[src/logic/session_pkg.sv]
/*
 * session layer constants: tags, lengths, outcome codes, id layout and handle values.
 * assumes a byte-serial session unit stream from a lower transport layer.
 */
package session_pkg;
    // ========================================
    // unit tags
    localparam logic [7:0] TAG_PREFIX = 8'h90;
    localparam logic [7:0] TAG_OPEN_Q = 8'h91;
    localparam logic [7:0] TAG_OPEN_R = 8'h92;
    localparam logic [7:0] TAG_CLOSE_Q = 8'h95;
    localparam logic [7:0] TAG_CLOSE_R = 8'h96;
    localparam logic [7:0] TAG_LAST = 8'h96;
    // ========================================
    // fixed object lengths
    localparam logic [7:0] LEN_PREFIX = 8'h02;
    localparam logic [7:0] LEN_OPEN_Q = 8'h04;
    localparam logic [7:0] LEN_OPEN_R = 8'h07;
    localparam logic [7:0] LEN_CLOSE_Q = 8'h02;
    localparam logic [7:0] LEN_CLOSE_R = 8'h03;
    // ========================================
    // outcome codes
    localparam logic [7:0] ST_OK = 8'h00;
    localparam logic [7:0] ST_ABSENT = 8'hf0;
    localparam logic [7:0] ST_UNAVAIL = 8'hf1;
    localparam logic [7:0] ST_VERSION = 8'hf2;
    localparam logic [7:0] ST_BUSY = 8'hf3;
    // ========================================
    // resource id layout: class/type upper 26 bits, version low 6
    localparam int VER_W = 6;
    localparam logic [15:0] HANDLE_NONE = 16'h0000;
    localparam logic [15:0] HANDLE_FIRST = 16'h0001;
endpackage

[src/logic/session_resource.sv]
/*
 * one host resource slot: declared id, availability, session limit and usage count.
 * assumes the parent pulses take/give only after checking the returned flags.
 */
`timescale 1ns/1ns
module session_resource #(
    parameter logic [31:0] RES_ID = 32'h00010041,
    parameter int MAX_SESS = 1
) (
    // clock and reset
    input wire logic i_clk,
    input wire logic i_rst_n,
    // query
    input wire logic [31:0] i_req_id,
    input wire logic i_avail,
    // usage updates
    input wire logic i_take,
    input wire logic i_give,
    // answer
    output logic o_match,
    output logic [7:0] o_status,
    output logic [31:0] o_bound_id
);
    typedef struct packed {
        logic [7:0] used;
    } res_state_t;
    res_state_t st;
    res_state_t next_st;
    logic [5:0] req_ver;
    logic [5:0] decl_ver;

    // class and type must equal the declared resource
    assign o_match = (i_req_id[31:session_pkg::VER_W] == RES_ID[31:session_pkg::VER_W]);
    assign req_ver = i_req_id[session_pkg::VER_W-1:0];
    assign decl_ver = RES_ID[session_pkg::VER_W-1:0];

    // outcome and bound version
    always_comb begin
        o_bound_id = i_req_id;
        if (!o_match) begin
            o_status = session_pkg::ST_ABSENT;
        end else if (!i_avail) begin
            o_status = session_pkg::ST_UNAVAIL;
        end else if (req_ver > decl_ver) begin
            o_status = session_pkg::ST_VERSION;
        end else if (st.used >= 8'(MAX_SESS)) begin
            o_status = session_pkg::ST_BUSY;
        end else begin
            o_status = session_pkg::ST_OK;
            if (req_ver == '0) begin
                o_bound_id = RES_ID;
            end else begin
                o_bound_id = i_req_id;
            end
        end
    end

    // usage count
    always_comb begin
        next_st = st;
        if (i_take && !i_give) begin
            next_st.used = st.used + 8'h01;
        end else if (i_give && !i_take && st.used != 8'h00) begin
            next_st.used = st.used - 8'h01;
        end
    end

    always_ff @(posedge i_clk or negedge i_rst_n) begin
        if (!i_rst_n) begin
            st <= '0;
        end else begin
            st <= next_st;
        end
    end
endmodule

[src/logic/session_layer_handler.sv]
/*
 * host-side session layer engine: parses incoming session units byte by byte,
 * keeps the session table, and emits open/close replies and prefixed messages.
 * assumes the transport below delivers one unit per i_in_last-terminated burst.
 */
`timescale 1ns/1ns
module session_layer_handler #(
    parameter int NSESS = 4,
    parameter logic [31:0] RES0_ID = 32'h00010041,
    parameter logic [31:0] RES1_ID = 32'h00400081,
    parameter int RES1_MAX = 2
) (
    // clock and reset
    input wire logic i_clk,
    input wire logic i_rst_n,
    // resource availability
    input wire logic [1:0] i_res_avail,
    // incoming unit bytes
    input wire logic i_in_valid,
    input wire logic [7:0] i_in_data,
    input wire logic i_in_last,
    // incoming message handed up
    output logic o_msg_valid,
    output logic [7:0] o_msg_data,
    output logic o_msg_last,
    output logic [15:0] o_msg_handle,
    // outgoing message from above
    input wire logic i_app_valid,
    input wire logic [15:0] i_app_handle,
    input wire logic [7:0] i_app_data,
    input wire logic i_app_last,
    output logic o_app_ready,
    // outgoing unit bytes
    output logic o_out_valid,
    output logic [7:0] o_out_data,
    output logic o_out_last,
    input wire logic i_out_ready,
    // status
    output logic o_drop
);
    typedef enum {RX_TAG, RX_LEN, RX_OBJ, RX_BODY, RX_SKIP, RX_EXEC} rx_t;
    typedef enum {TX_IDLE, TX_REPLY, TX_APP} tx_t;
    typedef struct packed {
        rx_t rx;
        tx_t tx;
        logic [7:0] tag;
        logic [7:0] len;
        logic [7:0] cnt;
        logic [31:0] obj;
        logic [79:0] rep;
        logic [3:0] rep_len;
        logic [3:0] rep_idx;
        logic [15:0] msg_handle;
        logic msg_valid;
        logic [7:0] msg_data;
        logic msg_last;
        logic drop;
        logic [15:0] next_handle;
        logic [NSESS-1:0] open;
        logic [NSESS-1:0] res_sel;
        logic [NSESS*16-1:0] handles;
    } state_t;
    state_t s;
    state_t n;

    // ========================================
    // resource slots
    logic [1:0] r_match;
    logic [7:0] r_status [2];
    logic [31:0] r_bound [2];
    logic [1:0] r_take;
    logic [1:0] r_give;

    session_resource #(.RES_ID(RES0_ID), .MAX_SESS(1)) u_res0 (
        .i_clk(i_clk), .i_rst_n(i_rst_n), .i_req_id(s.obj), .i_avail(i_res_avail[0]),
        .i_take(r_take[0]), .i_give(r_give[0]),
        .o_match(r_match[0]), .o_status(r_status[0]), .o_bound_id(r_bound[0]));
    session_resource #(.RES_ID(RES1_ID), .MAX_SESS(RES1_MAX)) u_res1 (
        .i_clk(i_clk), .i_rst_n(i_rst_n), .i_req_id(s.obj), .i_avail(i_res_avail[1]),
        .i_take(r_take[1]), .i_give(r_give[1]),
        .o_match(r_match[1]), .o_status(r_status[1]), .o_bound_id(r_bound[1]));

    // ========================================
    // helpers
    function automatic logic [7:0] fixed_len(input logic [7:0] tag);
        case (tag)
            session_pkg::TAG_PREFIX: fixed_len = session_pkg::LEN_PREFIX;
            session_pkg::TAG_OPEN_Q: fixed_len = session_pkg::LEN_OPEN_Q;
            session_pkg::TAG_CLOSE_Q: fixed_len = session_pkg::LEN_CLOSE_Q;
            session_pkg::TAG_CLOSE_R: fixed_len = session_pkg::LEN_CLOSE_R;
            default: fixed_len = 8'hff;
        endcase
    endfunction

    logic known_tag;
    logic [NSESS-1:0] hit;
    logic free_found;
    int free_idx;
    int hit_idx;
    logic [7:0] sel_status;
    logic [31:0] sel_bound;
    logic [1:0] sel_res;

    // unit accepted only for host-bound tags and matching length
    assign known_tag = (s.tag == session_pkg::TAG_PREFIX) || (s.tag == session_pkg::TAG_OPEN_Q)
        || (s.tag == session_pkg::TAG_CLOSE_Q) || (s.tag == session_pkg::TAG_CLOSE_R);

    // table lookup by handle held in obj low bits
    always_comb begin
        hit = '0;
        hit_idx = 0;
        free_found = 1'b0;
        free_idx = 0;
        for (int i = NSESS - 1; i >= 0; i--) begin
            if (s.open[i] && s.handles[i*16 +: 16] == s.obj[15:0]) begin
                hit[i] = 1'b1;
                hit_idx = i;
            end
            if (!s.open[i]) begin
                free_found = 1'b1;
                free_idx = i;
            end
        end
    end

    // first declared resource that matches decides the answer
    always_comb begin
        sel_res = 2'b00;
        if (r_match[0]) begin
            sel_status = r_status[0];
            sel_bound = r_bound[0];
            sel_res = 2'b01;
        end else if (r_match[1]) begin
            sel_status = r_status[1];
            sel_bound = r_bound[1];
            sel_res = 2'b10;
        end else begin
            sel_status = session_pkg::ST_ABSENT;
            sel_bound = s.obj;
        end
    end

    // usage counts move only on the cycle the unit really executes, never while it waits for tx
    assign r_take = (s.rx == RX_EXEC && s.tx == TX_IDLE && s.tag == session_pkg::TAG_OPEN_Q
        && sel_status == session_pkg::ST_OK && free_found) ? sel_res : 2'b00;
    assign r_give = (s.rx == RX_EXEC && s.tx == TX_IDLE && hit != '0 && (s.tag == session_pkg::TAG_CLOSE_Q
        || (s.tag == session_pkg::TAG_CLOSE_R && s.obj[23:16] == session_pkg::ST_OK)))
        ? {s.res_sel[hit_idx], ~s.res_sel[hit_idx]} : 2'b00;

    // ========================================
    // next state
    always_comb begin
        n = s;
        n.msg_valid = 1'b0;
        n.msg_last = 1'b0;
        n.drop = 1'b0;
        case (s.rx)
            RX_TAG: if (i_in_valid) begin
                n.tag = i_in_data;
                n.obj = '0;
                n.cnt = 8'h00;
                n.rx = i_in_last ? RX_TAG : RX_LEN;
            end
            RX_LEN: if (i_in_valid) begin
                n.len = i_in_data;
                if (!known_tag || i_in_data != fixed_len(s.tag)) begin
                    n.drop = 1'b1;
                    n.rx = i_in_last ? RX_TAG : RX_SKIP;
                end else begin
                    n.rx = i_in_last ? RX_TAG : RX_OBJ;
                end
            end
            RX_OBJ: if (i_in_valid) begin
                n.obj = {s.obj[23:0], i_in_data};
                n.cnt = s.cnt + 8'h01;
                if (s.cnt + 8'h01 == s.len) begin
                    n.rx = (s.tag == session_pkg::TAG_PREFIX) ? RX_BODY : RX_EXEC;
                    if (s.tag == session_pkg::TAG_PREFIX && i_in_last) n.rx = RX_TAG;
                end else if (i_in_last) begin
                    n.drop = 1'b1;
                    n.rx = RX_TAG;
                end
            end
            RX_BODY: if (i_in_valid) begin
                // message passed up with its handle when known
                n.msg_valid = |hit;
                n.msg_data = i_in_data;
                n.msg_last = i_in_last;
                n.msg_handle = s.obj[15:0];
                if (i_in_last) n.rx = RX_TAG;
            end
            RX_SKIP: if (i_in_valid && i_in_last) begin
                n.rx = RX_TAG;
            end
            RX_EXEC: if (s.tx == TX_IDLE) begin
                n.rx = RX_TAG;
                n.rep_idx = '0;
                if (s.tag == session_pkg::TAG_OPEN_Q) begin
                    n.tx = TX_REPLY;
                    n.rep_len = 4'd9;
                    n.rep = {session_pkg::TAG_OPEN_R, session_pkg::LEN_OPEN_R,
                        (sel_status == session_pkg::ST_OK && !free_found) ? session_pkg::ST_BUSY : sel_status,
                        sel_bound, (sel_status == session_pkg::ST_OK && free_found)
                        ? s.next_handle : session_pkg::HANDLE_NONE, 8'h00};
                    if (sel_status == session_pkg::ST_OK && free_found) begin
                        n.open[free_idx] = 1'b1;
                        n.res_sel[free_idx] = sel_res[1];
                        n.handles[free_idx*16 +: 16] = s.next_handle;
                        // skip zero on wrap
                        n.next_handle = (s.next_handle == 16'hffff) ? session_pkg::HANDLE_FIRST
                            : s.next_handle + 16'h0001;
                    end
                end else if (s.tag == session_pkg::TAG_CLOSE_Q) begin
                    n.tx = TX_REPLY;
                    n.rep_len = 4'd5;
                    n.rep = {session_pkg::TAG_CLOSE_R, session_pkg::LEN_CLOSE_R,
                        (|hit) ? session_pkg::ST_OK : session_pkg::ST_ABSENT,
                        s.obj[15:0], 40'h0};
                    if (|hit) n.open[hit_idx] = 1'b0;
                end else if (s.tag == session_pkg::TAG_CLOSE_R && s.obj[23:16] == session_pkg::ST_OK) begin
                    if (|hit) n.open[hit_idx] = 1'b0;
                end
            end
            default: n.rx = RX_TAG;
        endcase
        // transmit side: replies first, then prefixed application messages
        case (s.tx)
            TX_IDLE: if (i_app_valid && s.rx != RX_EXEC) begin
                n.tx = TX_APP;
                n.rep_idx = '0;
                n.rep = {session_pkg::TAG_PREFIX, session_pkg::LEN_PREFIX, i_app_handle, 48'h0};
            end
            TX_REPLY: if (i_out_ready) begin
                n.rep = {s.rep[71:0], 8'h00};
                n.rep_idx = s.rep_idx + 4'd1;
                if (s.rep_idx + 4'd1 == s.rep_len) n.tx = TX_IDLE;
            end
            TX_APP: if (i_out_ready) begin
                if (s.rep_idx < 4'd4) begin
                    n.rep = {s.rep[71:0], 8'h00};
                    n.rep_idx = s.rep_idx + 4'd1;
                end else if (i_app_valid && i_app_last) begin
                    n.tx = TX_IDLE;
                end
            end
            default: n.tx = TX_IDLE;
        endcase
    end

    always_ff @(posedge i_clk or negedge i_rst_n) begin
        if (!i_rst_n) begin
            s <= '0;
            s.next_handle <= session_pkg::HANDLE_FIRST;
        end else begin
            s <= n;
        end
    end

    // ========================================
    // outputs; only tags 0x90, 0x92, 0x96 leave here
    assign o_out_valid = (s.tx == TX_REPLY) || (s.tx == TX_APP && (s.rep_idx < 4'd4 || i_app_valid));
    assign o_out_data = (s.tx == TX_APP && s.rep_idx >= 4'd4) ? i_app_data : s.rep[79:72];
    assign o_out_last = (s.tx == TX_REPLY) ? (s.rep_idx + 4'd1 == s.rep_len)
        : (s.tx == TX_APP && s.rep_idx >= 4'd4 && i_app_last);
    assign o_app_ready = (s.tx == TX_APP) && (s.rep_idx >= 4'd4) && i_out_ready;
    assign o_msg_valid = s.msg_valid;
    assign o_msg_data = s.msg_data;
    assign o_msg_last = s.msg_last;
    assign o_msg_handle = s.msg_handle;
    assign o_drop = s.drop;
endmodule

[config.mk]
export PLATFORM = sky130hd
export DESIGN_NAME = session_layer_handler
export DESIGN_NICKNAME = d
export VERILOG_FILES = /design/src/logic/session_pkg.sv /design/src/logic/session_resource.sv /design/src/logic/session_layer_handler.sv
export SDC_FILE = /design/constraint.sdc
export NUM_CORES = 1
export LEC_CHECK = 0
export CORE_MARGIN = 1.5
export CORE_UTILIZATION = 47
export CTS_CLUSTER_SIZE = 8
export DETAILED_ROUTE_END_ITERATION = 10
export DONT_BUFFER_PORTS = 1
export GPL_TIMING_DRIVEN = 1
export MAX_ROUTING_LAYER = met4
export PLACE_DENSITY = 0.73
export SETUP_SLACK_MARGIN = 0.5
export SYNTH_ARGS = -nofsm -noshare
export SYNTH_HDL_FRONTEND = slang
export SYNTH_SLANG_ARGS = --single-unit
[constraint.sdc]
create_clock -name i_clk -period 10.1 [get_ports i_clk]
set_clock_uncertainty 0.2 [all_clocks]
set_input_delay 0.505 -clock i_clk [delete_from_list [all_inputs] [get_ports i_clk]]
set_output_delay 0.505 -clock i_clk [all_outputs]
set_load 0.02 [all_outputs]
; ---- Word-level counts from Yosys, hierarchy flattened
; Cells that the tools add are included.
[op_classes]
n_addsub = 8
n_lt_le_gt_ge = 9
n_eq_ne = 32
n_shift = 2
mux = 115
bitwise = 4
reduce_logical = 66
[ops]
columns = op, count
row1 = 32-bit 2-to-1 mux, 32
row2 = 80-bit 2-to-1 mux, 4
row3 = 80-bit case mux with 3 select lines, 1
row4 = 32-bit case mux with 6 select lines, 1
row5 = 88-bit 2-to-1 mux, 2
row6 = 84-bit 2-to-1 mux, 2
row7 = 8-bit 2-to-1 mux, 17
row8 = 32-bit by 2-bit == test with 1-bit output (second input constant), 4
row9 = 32-bit by 3-bit == test with 1-bit output (second input constant), 3
row10 = 32-bit zero test, 3
row11 = 32-bit case mux with 3 select lines, 1
row12 = 40-bit 2-to-1 mux, 2
row13 = 40-bit case mux with 2 select lines, 1
row14 = 72-bit 2-to-1 mux, 1
row15 = 64-bit bitwise mux, 1
row16 = 16-bit == test, 4
row17 = 32-bit by 1-bit == test with 1-bit output (second input constant), 2
row18 = 32-bit by 1-bit greater-or-equal comparator with 1-bit output (second input constant), 2
row19 = 32-bit by 4-bit < comparator with 1-bit output (second input constant), 2
row20 = 64-bit 2-to-1 mux, 1
row21 = 16-bit by 33-bit variable shift with 64-bit output (first input constant), 1
row22 = 16-bit by 33-bit indexed part select with 64-bit output, 1
row23 = 32-bit negator with 33-bit output, 1
row24 = 32-bit by 4-bit == test with 1-bit output (second input constant), 1
row25 = other kinds (50), 146
[word_totals]
ff_bits = 339
inputBits = 41
out_inout_bits = 38
word_cells = 256

; ---- Depth between registers and ports, before layout
; Gate-level depths: netlist of the first run.
[logic_depth]
depth_word = 16
depth_mapped = 17
mapped_depth_nobuf = 17

; ---- Cells and area by module
; Synthesis of the first run repeated with hierarchy kept, for this count alone.
[hier_totals]
cells_unflattened = 1678
hier_area_um2 = 17332.9
[modules_own_cells]
columns = mod, n_inst, cells_per_inst, area_per_inst_um2, seq_area_each_um2
row1 = session_layer_handler, 1, 1436, 15472.3, 8059.0
row2 = session_resource at u_res1, 1, 122, 952.2, 200.2
row3 = session_resource at u_res0, 1, 120, 908.4, 200.2

; ---- Worst setup path before layout of the first run
; Ideal clock, no wire load.
[synth_timing]
path_kind = reg-to-reg
startpoint = reg s[211] (netlist bit)
endpoint = reg u_res1.st[7] (netlist bit)
setup_time_ns = 0.079
arrival_time_ns = 3.862
required_ns = 9.821
slack_ns = 5.959
path_stages_with_launch = 17
n_path_buf = 1
period_less_slack_ns = 4.141
cell_sequence = dfrtp_1 > buf_2 > nor4_1 > nand4_1 > nor3_2 > a32oi_1 > nor4_1 > nand2_1 > ha_1 > a21o_1 > a21oi_1 > o21ai_0 > o21a_1 > o21ai_0 > nand2_1 > o31ai_1 > xor2_1
[synth_via]
elab_chain_cells = 13
word_cells_on_any_way = 40
classes_between = eq/ne: 6 / mux: 18 / reduce/logical: 16
[synth_lines]
columns = element, line
row1 = start: declaration, session_layer_handler.sv:63  ; state_t s;
row2 = start signal: assignment, session_layer_handler.sv:255  ; s <= n;
row3 = 16-bit == test, session_layer_handler.sv:115  ; if (s.open[i] && s.handles[i*16 +: 16] == s.obj[15:0]) begin
row4 = 1-bit logical AND, session_layer_handler.sv:115
row5 = 2-bit 2-to-1 mux, session_layer_handler.sv:115
row6 = 32-bit 2-to-1 mux (3 in a row), session_layer_handler.sv:115
row7 = 1-bit binary-select mux with 2-bit select, session_layer_handler.sv:148  ; ? {s.res_sel[hit_idx], ~s.res_sel[hit_idx]} : 2'b00;
row8 = 1-bit 2-to-1 mux (not written as such) (2 in a row), session_layer_handler.sv:148
row9 = 2-bit 2-to-1 mux, session_layer_handler.sv:148
row10 = 1-bit zero test or 1-bit logical AND (tied branches), "session_resource.sv:61, session_resource.sv:63"
row11 = "1-bit logical AND, on equally long branches", "session_resource.sv:61, session_resource.sv:63"
row12 = 8-bit 2-to-1 mux or 2-bit nonzero test (tied branches), -
row13 = end signal: assignment, session_resource.sv:72  ; st <= next_st;
row14 = end: declaration, session_resource.sv:27  ; res_state_t st;
; Parallel ways exist; a longest one is shown, timed or not. The select of a mux whose other input is x is not followed.
; A chain may end at the register's enable or synchronous reset.

; ---- Final worst setup path of the first run
[layout_timing]
startpoint = reg s[213] (netlist bit)
endpoint = reg u_res1.st[7] (netlist bit)
; The elaborated chain is that of the path after synthesis.

==> results by group, run 1 <==
Status
  • Result of the run: completed

Timing
  • Unrepaired setup endpoints after global routing: false
  • Final Slew Violations: 0
  • Ratio of final minimum period to clock period: 53.1%
  • Total negative slack for setup checks: 0 ps
  • Setup slack of the critical path after layout: 4730 ps
  • Worst slew margin relative to its limit: 23.2%
  • Hold violation count in the final report: 0
  • Final worst path period need: 5370 ps
  • Maximum frequency from static timing analysis: 186 MHz
  • Total of endpoints with negative setup slack in the final report: 0
  • Transition time at the pin with the least slew margin: 1150 ps
  • Smallest hold slack: 23.6 ps

Clock tree
  • Deepest clock path buffer count: 3
  • Clock tree root buffer cell: sky130_fd_sc_hd__clkbuf_16
  • Clock latency reported for the late side of the worst-skew pair: 560 ps
  • Sink count of the clock tree: 338
  • CTS H-tree lvls: 2
  • TritonCTS clock tree: yes
  • Clock-pin slew of the registers on the worst-case setup and hold paths: 50 ps
  • TritonCTS buffer count: 48
  • Post-CTS Setup Inserts: 0

Placed design
  • Number of placed cells counting well taps: 1,876
  • Quantity of I/O buffers inserted on ports: 0
  • Pre-CTS WS: 4830 ps
  • Placed Area: 0.0158 sq mm
  • Sum of net half-perimeters after detailed placement: 25,000 um
  • RePlAce Congestion: 0.912

Global route
  • Via count of the first global-routing pass: 11,100
  • Overflow left after global routing: 0
  • All-Layer GR Usage: 24.2%
  • Maximum number of pins on one net before global-route repair: 339
  • First-pass GRT wire length: 61,800 um
  • Number of antenna violations at the first check in global routing: 0

Layout
  • Area taken by flip-flops and latches: 0.00846 sq mm
  • Cell Count, Final, Fillers Out: 1,970
  • Most common library cell in the layout ignoring fill and taps: sky130_fd_sc_hd__dfrtp_1
  • Layout filler cell count: 2,781
  • Number of nets in the layout: 1,569
  • Layout cells sized above 1: 8.25%
  • Most frequent cells in the layout: sky130_fd_sc_hd__dfrtp_1 (337), sky130_fd_sc_hd__nand2_1 (279), sky130_fd_sc_hd__xnor2_1 (73)
  • Fraction of the core area covered by cells at the end of the flow: 53.7%
  • Non-Filler Cell Area, Final: 0.0174 sq mm
  • Area occupied by multi-input gates: 0.00656 sq mm
  • Synthesis-to-layout area growth: 12.9%

Setup path
  • FF-to-FF Start: s[213]
  • Worst Path Arrival: 5630 ps
  • Cell type of the slowest stage on the worst timing path: sky130_fd_sc_hd__nor4_1
  • Critical path buffer and inverter count: 0
  • Maximum fanout encountered on the critical timing path: 10
  • Number of cells on the worst reg-to-reg path: 15
  • Kind of start point of the critical path: flop
  • RR Endpoint: u_res1.st[7]
  • Chain of cells forming the critical path: nor4_1, nand4_1, nor3_2, a32oi_1, nor4_1, nand2_1, ha_1, a21o_1, a21oi_1, o21ai_0, o21a_1, o21ai_0, nand2_1, o31ai_1, xor2_1
  • Crit path kind: reg2reg
  • Kind of end point of the critical path: flop
  • Gate family responsible for the most delay along the worst path: simple AND/OR/NAND/NOR gates
  • Data required time at the worst endpoint: 10,360 ps
  • Delay contributed by the slowest stage of the critical path: 910 ps
  • Setup slack on the worst flop-to-flop path: 4730 ps

Worst hold path
  • Type of the tightest min-delay check: in2reg
  • Worst Hold Endpoint: s[237]
  • Cell depth of the worst hold path: 3
  • Min-delay src: i_in_valid

Pwr
  • Peak VDD IR: 0.000129 V
  • Leakage: 8.14 nW
  • Overall power of the completed layout: 2.86 mW
  • Power density over cell area: 164 mW/mm^2

Synthesis
  • Synthesized flop and latch total: 338
  • FFs w/ async S/R, synth: 100%
  • Top cells by area, synth: sky130_fd_sc_hd__dfrtp_1 (55%), sky130_fd_sc_hd__nand2_1 (6.8%), sky130_fd_sc_hd__xnor2_1 (4.1%)
  • Mean cell area of the mapped netlist: 10.4 sq um
  • Library cells used by synthesis: 74
  • Mapped Area: 0.0154 sq mm
  • Top flip-flop cell by instance count after synthesis: sky130_fd_sc_hd__dfrtp_1
  • Yosys top cell area share: 54.6%
  • Dominant cell type by area after synthesis: sky130_fd_sc_hd__dfrtp_1
  • Number of flops mapped to enable cells by yosys: 0
  • Sequential share of the synthesized area: 54.8%
  • Instance count of the mapped netlist: 1,482
  • Yosys warning count: 0

Floorplanning
  • Die Y-Extent: 184 um
  • Placement row count: 66
  • Die width: 184 um
  • Effective utilization at floorplan: 47.6%
  • Die Area: 0.0339 sq mm
  • Number of placed I/O pins: 79
  • Std-Cell Core Area: 0.0325 sq mm

Route
  • DRT iter0 DRCs: 1,026
  • Vias per Instance: 5.82
  • Drt first pass iters: 6
  • Number of nets with antenna violations after detailed routing: 0
  • Post-DR wirelength/cell: 19.9 um
  • Remaining routing DRC violations: 0
  • Routed vias: 11,500
  • Total wirelength of the detailed-routed design: 39,200 um

Flow run
  • MaxCap Viol Count: 0
-- sequential cells by signal, summed over array words and instances, names as in the netlist --
signal        count
o_drop            1
o_msg_valid       1
o_msg_handle     16
u_res0.st         8
o_msg_data        8
u_res1.st         8
s               295
o_msg_last        1
-- per-layer routing --
metal	vias to the layer above	routed length [um]	global-route usage, %
li1	5177	-	-
met2	522	17800	36.6
met1	5673	16700	32.2
met5	-	0	-
met4	0	1240	8.52
met3	100	3370	5.20
-- cell usage after synthesis, types with 6 or more instances --
cell,instances
sky130_fd_sc_hd__mux2_4,10
sky130_fd_sc_hd__buf_2,14
sky130_fd_sc_hd__a21o_1,7
sky130_fd_sc_hd__nand2b_1,6
sky130_fd_sc_hd__o21ai_1,44
sky130_fd_sc_hd__nor4_1,37
sky130_fd_sc_hd__a22o_1,39
sky130_fd_sc_hd__o221ai_1,16
sky130_fd_sc_hd__buf_4,24
sky130_fd_sc_hd__mux2_2,30
sky130_fd_sc_hd__xnor2_1,73
sky130_fd_sc_hd__and2_1,8
sky130_fd_sc_hd__a22oi_1,42
sky130_fd_sc_hd__mux2_1,30
sky130_fd_sc_hd__xor2_1,30
sky130_fd_sc_hd__dfrtp_1,337
sky130_fd_sc_hd__o211ai_1,9
sky130_fd_sc_hd__o21ai_0,42
sky130_fd_sc_hd__nor2b_1,7
sky130_fd_sc_hd__and3_1,17
sky130_fd_sc_hd__ha_1,13
sky130_fd_sc_hd__nor3_1,24
sky130_fd_sc_hd__nand3_1,42
sky130_fd_sc_hd__clkbuf_1,75
sky130_fd_sc_hd__inv_1,19
sky130_fd_sc_hd__nor2_1,65
sky130_fd_sc_hd__nand4_1,22
sky130_fd_sc_hd__a21oi_1,28
sky130_fd_sc_hd__nand2_1,279
-- cell families (layout without fill, tap and decap cells) --
logic type               Yosys count  after routing  synth area share [%]
AND/OR/NAND/NOR                  545            545                  16.4
multiplexers                      70             70                  5.35
XOR/XNOR                         104            104                  5.99
AO/OA/AOI/OAI                    270            270                  12.0
flip-flops                       338            338                  54.8
other                              1             60                0.0243
adder cells (fa/ha/maj)           14             14                  1.18
buffers and inverters            140            127                  4.20
-- worst register-to-register path, cell delays in order (launching register included) --
cell and delay [ps]:
sky130_fd_sc_hd__dfrtp_1 540, sky130_fd_sc_hd__nor4_1 410, sky130_fd_sc_hd__nand4_1 290, sky130_fd_sc_hd__nor3_2 410, sky130_fd_sc_hd__a32oi_1 300, sky130_fd_sc_hd__nor4_1 910, sky130_fd_sc_hd__nand2_1 410, sky130_fd_sc_hd__ha_1 380
sky130_fd_sc_hd__a21o_1 150, sky130_fd_sc_hd__a21oi_1 210, sky130_fd_sc_hd__o21ai_0 150, sky130_fd_sc_hd__o21a_1 200, sky130_fd_sc_hd__o21ai_0 210, sky130_fd_sc_hd__nand2_1 90, sky130_fd_sc_hd__o31ai_1 250, sky130_fd_sc_hd__xor2_1 170
-- how the worst max path moves through the flow --
stage | start | end | cells after the start
finish | s[213] | u_res1.st[7] | 15
global route | s[213] | u_res1.st[7] | 15
CTS | s[213] | u_res1.st[7] | 15
detailed placement | s[216] | u_res1.st[7] | 15
global placement | s[216] | u_res1.st[7] | 15
floorplan | s[211] | u_res1.st[7] | 16
-- cell type report --
type                       instances  share of cell area, %
multi-input combinational       1062                   37.7
antenna                            1                 0.0144
clock inverter                     3                  0.294
clock buffer                      60                   7.33
sequential                       338                   48.6
timing repair buffer              44                   2.53
inverter                          20                  0.431
tap                              442                   3.17
-- report_power, final --
part | leakage [nW] | total (mW) | internal (mW) | switching [mW]
clock | 0.645 | 1.44 | 0.873 | 0.563
combinational | 3.02 | 0.0483 | 0.0124 | 0.0359
sequential | 4.48 | 1.37 | 1.37 | 0.00378
total | 8.14 | 2.86 | 2.26 | 0.603
-- what timing repair did --
action,CTS,global route
hold endpoints to repair,397,149
hold buffers,28,1
resized for setup,0,0
(Power assumes the default switching activity.)
==> run 2, diff against run 1 <==
--- a/config.mk
+++ b/config.mk
@@ -5,6 +5,7 @@
 export SDC_FILE = /design/constraint.sdc
 export NUM_CORES = 1
 export LEC_CHECK = 0
+export ABC_AREA = 1
 export CORE_MARGIN = 1.5
 export CORE_UTILIZATION = 47
 export CTS_CLUSTER_SIZE = 8
==> constraint.sdc (replaced) <==
create_clock -name i_clk -period 5.5 [get_ports i_clk]
set_clock_uncertainty 0.2 [all_clocks]
set_input_delay 0.275 -clock i_clk [delete_from_list [all_inputs] [get_ports i_clk]]
set_output_delay 0.275 -clock i_clk [all_outputs]
set_load 0.02 [all_outputs]
==> results by group, run 2 <==
Clock tree
  • Clock latency reported for the late side of the worst-skew pair: 550 ps (about the same)
  • Clock tree root buffer cell: sky130_fd_sc_hd__clkbuf_16
  • Deepest clock path buffer count: 3 (unchanged)
  • CTS hold repair buffers: 33 (+18%)
  • Post-CTS Setup Inserts: 0 (unchanged)
  • Clock-pin slew of the registers on the worst-case setup and hold paths: 50 ps (about the same)
  • TritonCTS clock tree: yes
  • CTS H-tree lvls: 2 (unchanged)
  • Sink count of the clock tree: 338 (unchanged)
  • TritonCTS buffer count: 48 (unchanged)
  • Total of cells resized after clock tree synthesis: 0 (unchanged)

Placed design
  • Quantity of I/O buffers inserted on ports: 0 (unchanged)
  • RePlAce Congestion: 0.945 (+3.6%)
  • Pre-CTS WS: 1460 ps (-3380 ps)
  • Sum of net half-perimeters after detailed placement: 35,600 um (+43%)

Route
  • DRT iter0 DRCs: 1,364 (+33%)
  • Vias per Instance: 5.57 (-4.3%)
  • Number of nets with antenna violations after detailed routing: 0 (unchanged)
  • Total wirelength of the detailed-routed design: 50,900 um (+30%)
  • Routed vias: 14,500 (+27%)
  • Post-DR wirelength/cell: 19.5 um (-1.8%)
  • Drt first pass iters: 8 (+2)
  • Remaining routing DRC violations: 9 (+9)

Layout
  • Most frequent cells in the layout: sky130_fd_sc_hd__nand2_1 (556), sky130_fd_sc_hd__dfrtp_1 (337), sky130_fd_sc_hd__inv_1 (241)
  • Largest register FFs: 295 (unchanged)
  • Number of nets in the layout: 2,190 (+40%)
  • Layout cells sized above 1: 8.01% (-0.24 points)
  • Synthesis-to-layout area growth: 11.3%
  • Largest Register: s
  • Diodes inserted: 0 (-1)
  • Most common library cell in the layout ignoring fill and taps: sky130_fd_sc_hd__nand2_1

Timing
  • Ratio of final minimum period to clock period: 74.5% (+21 points)
  • Transition time at the pin with the least slew margin: 1270 ps (+120 ps)
  • Final worst path period need: 4100 ps (-1270 ps)
  • Maximum frequency from static timing analysis: 244 MHz (+31%)
  • Setup slack of the critical path after layout: 1400 ps (-3330 ps)
  • Unrepaired setup endpoints after global routing: false
  • Hold violation count in the final report: 338 (+338)
  • Total of endpoints with negative setup slack in the final report: 0 (unchanged)
  • Worst slew margin relative to its limit: 15.5% (-7.7 points)
  • Smallest hold slack: -744 ps (-768 ps)
  • Total negative slack for setup checks: 0 ps (unchanged)
  • Final Slew Violations: 0 (unchanged)

Setup path
  • Kind of end point of the critical path: flop
  • Crit path kind: reg2reg
  • Data required time at the worst endpoint: 5750 ps (-4610 ps)
  • Number of cells on the worst reg-to-reg path: 25 (+10)
  • Maximum fanout encountered on the critical timing path: 14 (+4)
  • Worst Path Arrival: 4340 ps (-1290 ps)
  • Kind of start point of the critical path: flop

Status
  • Result of the run: finished, violations left
  • Violations in the final reports: DRC, hold timing

Floorplanning
  • Number of placed I/O pins: 79 (unchanged)
  • Die width: 193 um (+5.0%)
  • Std-Cell Core Area: 0.0357 sq mm (+9.9%)
  • Die Y-Extent: 193 um (+5.0%)
  • Effective utilization at floorplan: 47.8% (+0.26 points)
  • Die Area: 0.0374 sq mm (+10%)
  • Placement row count: 69 (+4.5%)

Pwr
  • Peak VDD IR: 0.000177 V (+38%)
  • Power density over cell area: 275 mW/mm^2 (+67%)
  • Leakage: 8.90 nW (+9.2%)

Synthesis
  • Top flip-flop cell by instance count after synthesis: sky130_fd_sc_hd__dfrtp_1
  • Library cells used by synthesis: 67 (-9.5%)
  • Synthesized flop and latch total: 338 (unchanged)
  • Dominant cell by count in the synthesized netlist: sky130_fd_sc_hd__nand2_1
  • Yosys warning count: 0 (unchanged)
  • Mapped Area: 0.0171 sq mm (+10%)
  • Yosys top cell area share: 49.5% (-5.2 points)
  • Sequential share of the synthesized area: 49.6% (-5.2 points)
  • Dominant cell type by area after synthesis: sky130_fd_sc_hd__dfrtp_1
  • Instance count of the mapped netlist: 2,073 (+40%)
  • FFs w/ async S/R, synth: 100% (unchanged)
  • Mean cell area of the mapped netlist: 8.23 sq um (-21%)
  • Number of flops mapped to enable cells by yosys: 0 (unchanged)
  • Synth cell count leaders: sky130_fd_sc_hd__nand2_1 (556), sky130_fd_sc_hd__dfrtp_1 (337), sky130_fd_sc_hd__inv_1 (241)
  • Top cells by area, synth: sky130_fd_sc_hd__dfrtp_1 (49%), sky130_fd_sc_hd__nand2_1 (12%), sky130_fd_sc_hd__inv_1 (5.3%)

Global route
  • Overflow left after global routing: 0 (unchanged)
  • Maximum number of pins on one net before global-route repair: 339 (unchanged)
  • First-pass GRT wire length: 79,600 um (+29%)
  • Via count of the first global-routing pass: 14,100 (+26%)
  • All-Layer GR Usage: 28.1% (+4.0 points)
  • Number of antenna violations at the first check in global routing: 0 (unchanged)

Flow run
  • MaxCap Viol Count: 0 (unchanged)

Worst hold path
  • Type of the tightest min-delay check: in2async
==> run 2: cell count changes after synthesis, sizes merged, moves of 17 or more <==
cell and change:
nand2 +298, nand3 +46, o211ai +19, xnor2 -60, and3 -17, o22ai +31, nor4 -28, inv +242
mux2 -70, nor2 +128, a22o -37, o21ai +121, clkbuf -47, a22oi -25
==> run 2: routing by layer <==
metal	vias up	track usage, %	share of wire, %
li1	6789	-	-
met1	6995	37.3	42
met2	623	42.8	45
met3	123	4.60	8.0
met4	0	12.3	4.4
met5	-	-	0
==> run 2: final cells by class <==
cell class                 instances  area, sq um
clock buffer                      60         1270
clock inverter                     2         25.0
fill                            3287        16700
inverter                         265         1000
multi-input combinational       1442         7260
sequential                       338         8460
tap                              461          577
timing repair buffer              40          383
==> run 2: worst paths after layout <==
check / from / slack [ps] / end
min: i_rst_n / -740 / o_msg_handle[8]
min in group i_clk: i_in_valid / 30 / s[233]
max in group asynchronous: i_rst_n / 4850 / s[287]
max reg2reg: s[288] / 1400 / u_res1.st[7]
max: s[288] / 1400 / u_res1.st[7]
min reg2reg: s[188] / 280 / s[196]
==> run 2: cells by family (layout without fill, tap and decap cells) <==
family                   after synthesis  in the layout  synth area share (%)
other                                  1             59                0.0220
buffers and inverters                351            367                  9.10
flip-flops                           338            338                  49.6
AO/OA/AOI/OAI                        376            376                  13.4
XOR/XNOR                              39             39                  2.00
adder cells (fa/ha/maj)               14             14                  1.07
AND/OR/NAND/NOR                      954            954                  24.8
==> run 2: power breakdown <==
| group | leakage, nW | internal [mW] | switching (mW) |
|---|---|---|---|
| combinational | 4.22 | 0.0231 | 0.0316 |
| sequential | 4.05 | 2.52 | 0.00950 |
| clock | 0.629 | 1.58 | 1.05 |
==> run 2: through the flow <==
| stage | std cells | instance area, sq um | utilization [%] | power [mW] | hold WS (ps) |
|---|---|---|---|---|---|
| global placement | 2513 | 17400 | 48.7 | 2.60 | -196 |
| finish | 2608 | 19000 | 53.2 | 5.21 | -744 |
| CTS | 2608 | 19000 | 53.2 | 5.24 | -767 |
| detailed placement | 2513 | 17400 | 48.7 | 2.60 | -199 |
| floorplan | 2131 | 17300 | - | 2.59 | -221 |
| global route | 2608 | 19000 | 53.2 | 5.35 | -765 |
==> run 2: critical path, stage by stage, from the launching register on <==
cell and delay [ps]:
sky130_fd_sc_hd__dfrtp_1 360, sky130_fd_sc_hd__nor2_1 100, sky130_fd_sc_hd__nand2_1 60, sky130_fd_sc_hd__nor2_1 120, sky130_fd_sc_hd__nand2_1 80, sky130_fd_sc_hd__nor2_2 140, sky130_fd_sc_hd__nand2_1 130, sky130_fd_sc_hd__nor2_4 200
sky130_fd_sc_hd__nand2_2 150, sky130_fd_sc_hd__nor2_4 360, sky130_fd_sc_hd__nand4_2 400, sky130_fd_sc_hd__ha_1 470, sky130_fd_sc_hd__a21oi_1 160, sky130_fd_sc_hd__nand2_1 100, sky130_fd_sc_hd__a21oi_1 130, sky130_fd_sc_hd__o21bai_1 80
sky130_fd_sc_hd__nand2_1 100, sky130_fd_sc_hd__nand2_1 60, sky130_fd_sc_hd__a21oi_1 150, sky130_fd_sc_hd__nand2_1 70, sky130_fd_sc_hd__inv_1 60, sky130_fd_sc_hd__nand4_1 110, sky130_fd_sc_hd__nand2_1 80, sky130_fd_sc_hd__nand2_1 40
sky130_fd_sc_hd__nand2_1 50, sky130_fd_sc_hd__inv_1 30
==> run 3, diff against run 2 <==
--- a/config.mk
+++ b/config.mk
@@ -13,7 +13,7 @@
 export DONT_BUFFER_PORTS = 1
 export GPL_TIMING_DRIVEN = 1
 export MAX_ROUTING_LAYER = met4
-export PLACE_DENSITY = 0.73
+export PLACE_DENSITY = 0.75
 export SETUP_SLACK_MARGIN = 0.5
 export SYNTH_ARGS = -nofsm -noshare
 export SYNTH_HDL_FRONTEND = slang
==> constraint.sdc (replaced) <==
create_clock -name i_clk -period 3.6 [get_ports i_clk]
set_clock_uncertainty 0.2 [all_clocks]
set_input_delay 0.18 -clock i_clk [delete_from_list [all_inputs] [get_ports i_clk]]
set_output_delay 0.18 -clock i_clk [all_outputs]
set_load 0.02 [all_outputs]
==> results by group, run 3 (synthesized netlist as in run 2, its figures left out) <==
Timing
  • Ratio of final minimum period to clock period: 91.9% (+17 points)
  • Unrepaired setup endpoints after global routing: true
  • Worst slew margin relative to its limit: 15.2% (-0.26 points)
  • Final worst path period need: 3310 ps (-790 ps)
  • Transition time at the pin with the least slew margin: 1270 ps (+3.85 ps)
  • Hold violation count in the final report: 338 (unchanged)
  • Smallest hold slack: -884 ps (-140 ps)
  • Maximum frequency from static timing analysis: 302 MHz (+24%)
  • Total negative slack for setup checks: 0 ps (unchanged)
  • Final Slew Violations: 0 (unchanged)
  • Setup slack of the critical path after layout: 293 ps (-1110 ps)
  • Total of endpoints with negative setup slack in the final report: 0 (unchanged)

Global route
  • All-Layer GR Usage: 28.0% (-0.13 points)
  • Via count of the first global-routing pass: 14,600 (+3.7%)
  • Overflow left after global routing: 0 (unchanged)
  • Maximum number of pins on one net before global-route repair: 339 (unchanged)
  • Number of antenna violations at the first check in global routing: 0 (unchanged)
  • First-pass GRT wire length: 80,000 um (+0.47%)

Setup path
  • Data required time at the worst endpoint: 3850 ps (-1900 ps)
  • Maximum fanout encountered on the critical timing path: 8 (-6)
  • FF-to-FF Start: u_res0.st[0]
  • Kind of start point of the critical path: flop
  • Setup slack on the worst flop-to-flop path: 290 ps (-1110 ps)
  • Number of cells on the worst reg-to-reg path: 19 (-24%)
  • Crit path kind: reg2reg
  • Launching instance or port of the critical path: u_res0.st[0]
  • RR Endpoint: u_res1.st[7]
  • Worst Path Arrival: 3560 ps (-780 ps)
  • Kind of end point of the critical path: flop

Pwr
  • Switching share of power: 20.9% (+0.055 points)
  • Power density over cell area: 403 mW/mm^2 (+47%)
  • Clock group share of total power: 50.4% (about the same)
  • Leakage: 9.28 nW (+4.2%)
  • Peak VDD IR: 0.000301 V (+70%)
  • Combinational power share: 1.1% (about the same)
  • Reg power frac: 48.5% (about the same)
  • Internal: 6.30 mW (+53%)
  • Switching Power: 1.67 mW (+53%)

Layout
  • Fraction of the core area covered by cells at the end of the flow: 55.4% (+2.2 points)
  • Largest Register: s
  • Largest register FFs: 295 (unchanged)
  • Synthesis-to-layout area growth: 15.9%
  • Number of nets in the layout: 2,261 (+3.2%)
  • Layout filler cell count: 3,179 (-3.3%)
  • Cell Count, Final, Fillers Out: 2,679 (+2.7%)
  • Most common library cell in the layout ignoring fill and taps: sky130_fd_sc_hd__nand2_1
  • Most frequent cells in the layout: sky130_fd_sc_hd__nand2_1 (550), sky130_fd_sc_hd__dfrtp_1 (334), sky130_fd_sc_hd__inv_1 (239)
  • Diodes inserted: 0 (unchanged)
  • Non-Filler Cell Area, Final: 0.0198 sq mm (+4.1%)
  • Layout cells sized above 1: 12.7% (+4.7 points)

Route
  • DRT iter0 DRCs: 1,492 (+9.4%)
  • Routed vias: 15,000 (+2.9%)
  • Remaining routing DRC violations: 9 (unchanged)
  • Number of nets with antenna violations after detailed routing: 0 (unchanged)
  • Vias per Instance: 5.58 (+0.21%)
  • Total wirelength of the detailed-routed design: 50,600 um (-0.64%)
  • Drt first pass iters: 9 (+1)
  • Post-DR wirelength/cell: 18.9 um (-3.3%)

Clock tree
  • Deepest clock path buffer count: 3 (unchanged)
  • Clock-pin slew of the registers on the worst-case setup and hold paths: 60 ps (about the same)
  • CTS hold repair buffers: 34 (+3.0%)
  • Sink count of the clock tree: 338 (unchanged)
  • CTS H-tree lvls: 2 (unchanged)
  • TritonCTS buffer count: 48 (unchanged)
  • TritonCTS clock tree: yes
  • Clock latency reported for the late side of the worst-skew pair: 580 ps (+30 ps)
  • Clock tree root buffer cell: sky130_fd_sc_hd__clkbuf_16

Status
  • Violations in the final reports: DRC, hold timing
  • Result of the run: finished, violations left

Placed design
  • RePlAce Congestion: 0.991 (+4.9%)
  • Number of placed cells counting well taps: 2,553 (+1.6%)
  • Pre-CTS WS: 170 ps (-1290 ps)
  • Placed Area: 0.0177 sq mm (+2.0%)
  • Sum of net half-perimeters after detailed placement: 34,800 um (-2.3%)
  • Quantity of I/O buffers inserted on ports: 0 (unchanged)

Floorplanning
  • Die Y-Extent: 193 um (unchanged)
  • Std-Cell Core Area: 0.0357 sq mm (unchanged)
  • Die width: 193 um (unchanged)
  • Placement row count: 69 (unchanged)
  • Number of placed I/O pins: 79 (unchanged)
  • Effective utilization at floorplan: 47.8% (unchanged)
  • Die Area: 0.0374 sq mm (unchanged)

Flow run
  • MaxCap Viol Count: 0 (unchanged)

Worst hold path
  • Type of the tightest min-delay check: in2async
==> run 3: changes by cell type in the layout (fill, tap and decap cells not counted), moves of 3 or more <==
cell and delta:
sky130_fd_sc_hd__a21oi_1 -5, sky130_fd_sc_hd__a21oi_2 +4, sky130_fd_sc_hd__buf_4 +68, sky130_fd_sc_hd__dfrtp_1 -3, sky130_fd_sc_hd__dfrtp_2 +3, sky130_fd_sc_hd__ha_1 -4, sky130_fd_sc_hd__nand2_1 -6, sky130_fd_sc_hd__nand2_2 +4
sky130_fd_sc_hd__nor2_1 -12, sky130_fd_sc_hd__nor2_2 +4, sky130_fd_sc_hd__nor2_4 +8
==> run 3: per-stage QoR <==
stage          total power, mW  hold slack [ps]
6_report                  7.97             -884
5_1_grt                   8.20             -896
4_1_cts                   8.03             -911
3_5_place_dp              3.97             -299
3_3_place_gp              3.97             -298
2_1_floorplan             3.96             -316
==> run 3: critical path, stage by stage (launching register included) <==
cell and delay [ps]:
sky130_fd_sc_hd__dfrtp_1 420, sky130_fd_sc_hd__inv_2 110, sky130_fd_sc_hd__ha_2 220, sky130_fd_sc_hd__nand2_4 70, sky130_fd_sc_hd__nor4_4 310, sky130_fd_sc_hd__nand3_2 140
sky130_fd_sc_hd__nand2_4 100, sky130_fd_sc_hd__nand4_4 130, sky130_fd_sc_hd__buf_4 210, sky130_fd_sc_hd__ha_1 280, sky130_fd_sc_hd__inv_1 90, sky130_fd_sc_hd__o21bai_1 180
sky130_fd_sc_hd__nand2_1 90, sky130_fd_sc_hd__nand2_1 90, sky130_fd_sc_hd__a21oi_2 60, sky130_fd_sc_hd__or2_2 300, sky130_fd_sc_hd__nand2_1 70, sky130_fd_sc_hd__nand2_1 50
sky130_fd_sc_hd__nand2_1 50, sky130_fd_sc_hd__inv_1 30
==> run 3: cell type report <==
type / instances / area [sq um] / area share (%)
Tap cell: 461 / 577 / 2.92
Clock buffer: 59 / 1260 / 6.40
Sequential cell: 338 / 8460 / 42.8
Timing Repair Buffer: 111 / 935 / 4.73
Clock inverter: 3 / 25.0 / 0.127
Multi-Input combinational cell: 1442 / 7480 / 37.9
Inverter: 265 / 1010 / 5.12
==> run 3: power by group through the flow <==
stage / Sequential, mW / Clock (mW) / Combinational [mW]
2_1_floorplan: 3.92 / 0 / 0.0388
3_3_place_gp: 3.92 / 0 / 0.0463
3_5_place_dp: 3.92 / 0 / 0.0471
4_1_cts: 3.86 / 4.08 / 0.0835
5_1_grt: 3.86 / 4.24 / 0.0979
6_report: 3.86 / 4.02 / 0.0880
==> run 3: repair_timing <==
item | in CTS | in global routing
buffers inserted | 21 | 9
cloned | 0 | 0
gates resized for setup | 26 | 32
endpoints found under the hold margin | 456 | 338
pin swaps | 22 | 24
setup endpoints to repair | 6 | 103
==> run 3: layer usage <==
layer / global-route usage, % / wire (um)
met5: - / 0
met4: 11.2 / 1710
met3: 4.53 / 4090
met2: 43.2 / 23200
met1: 37.1 / 21600
==> run 3: how the worst max path moves through the flow <==
stage	endpoint	slack, ps	cells after the start
6_report	u_res1.st[7]	290	19
5_1_grt	u_res1.st[7]	100	22
4_1_cts	u_res1.st[7]	370	22
3_5_place_dp	u_res1.st[7]	170	25
3_3_place_gp	u_res1.st[7]	250	25
2_1_floorplan	u_res1.st[7]	340	21
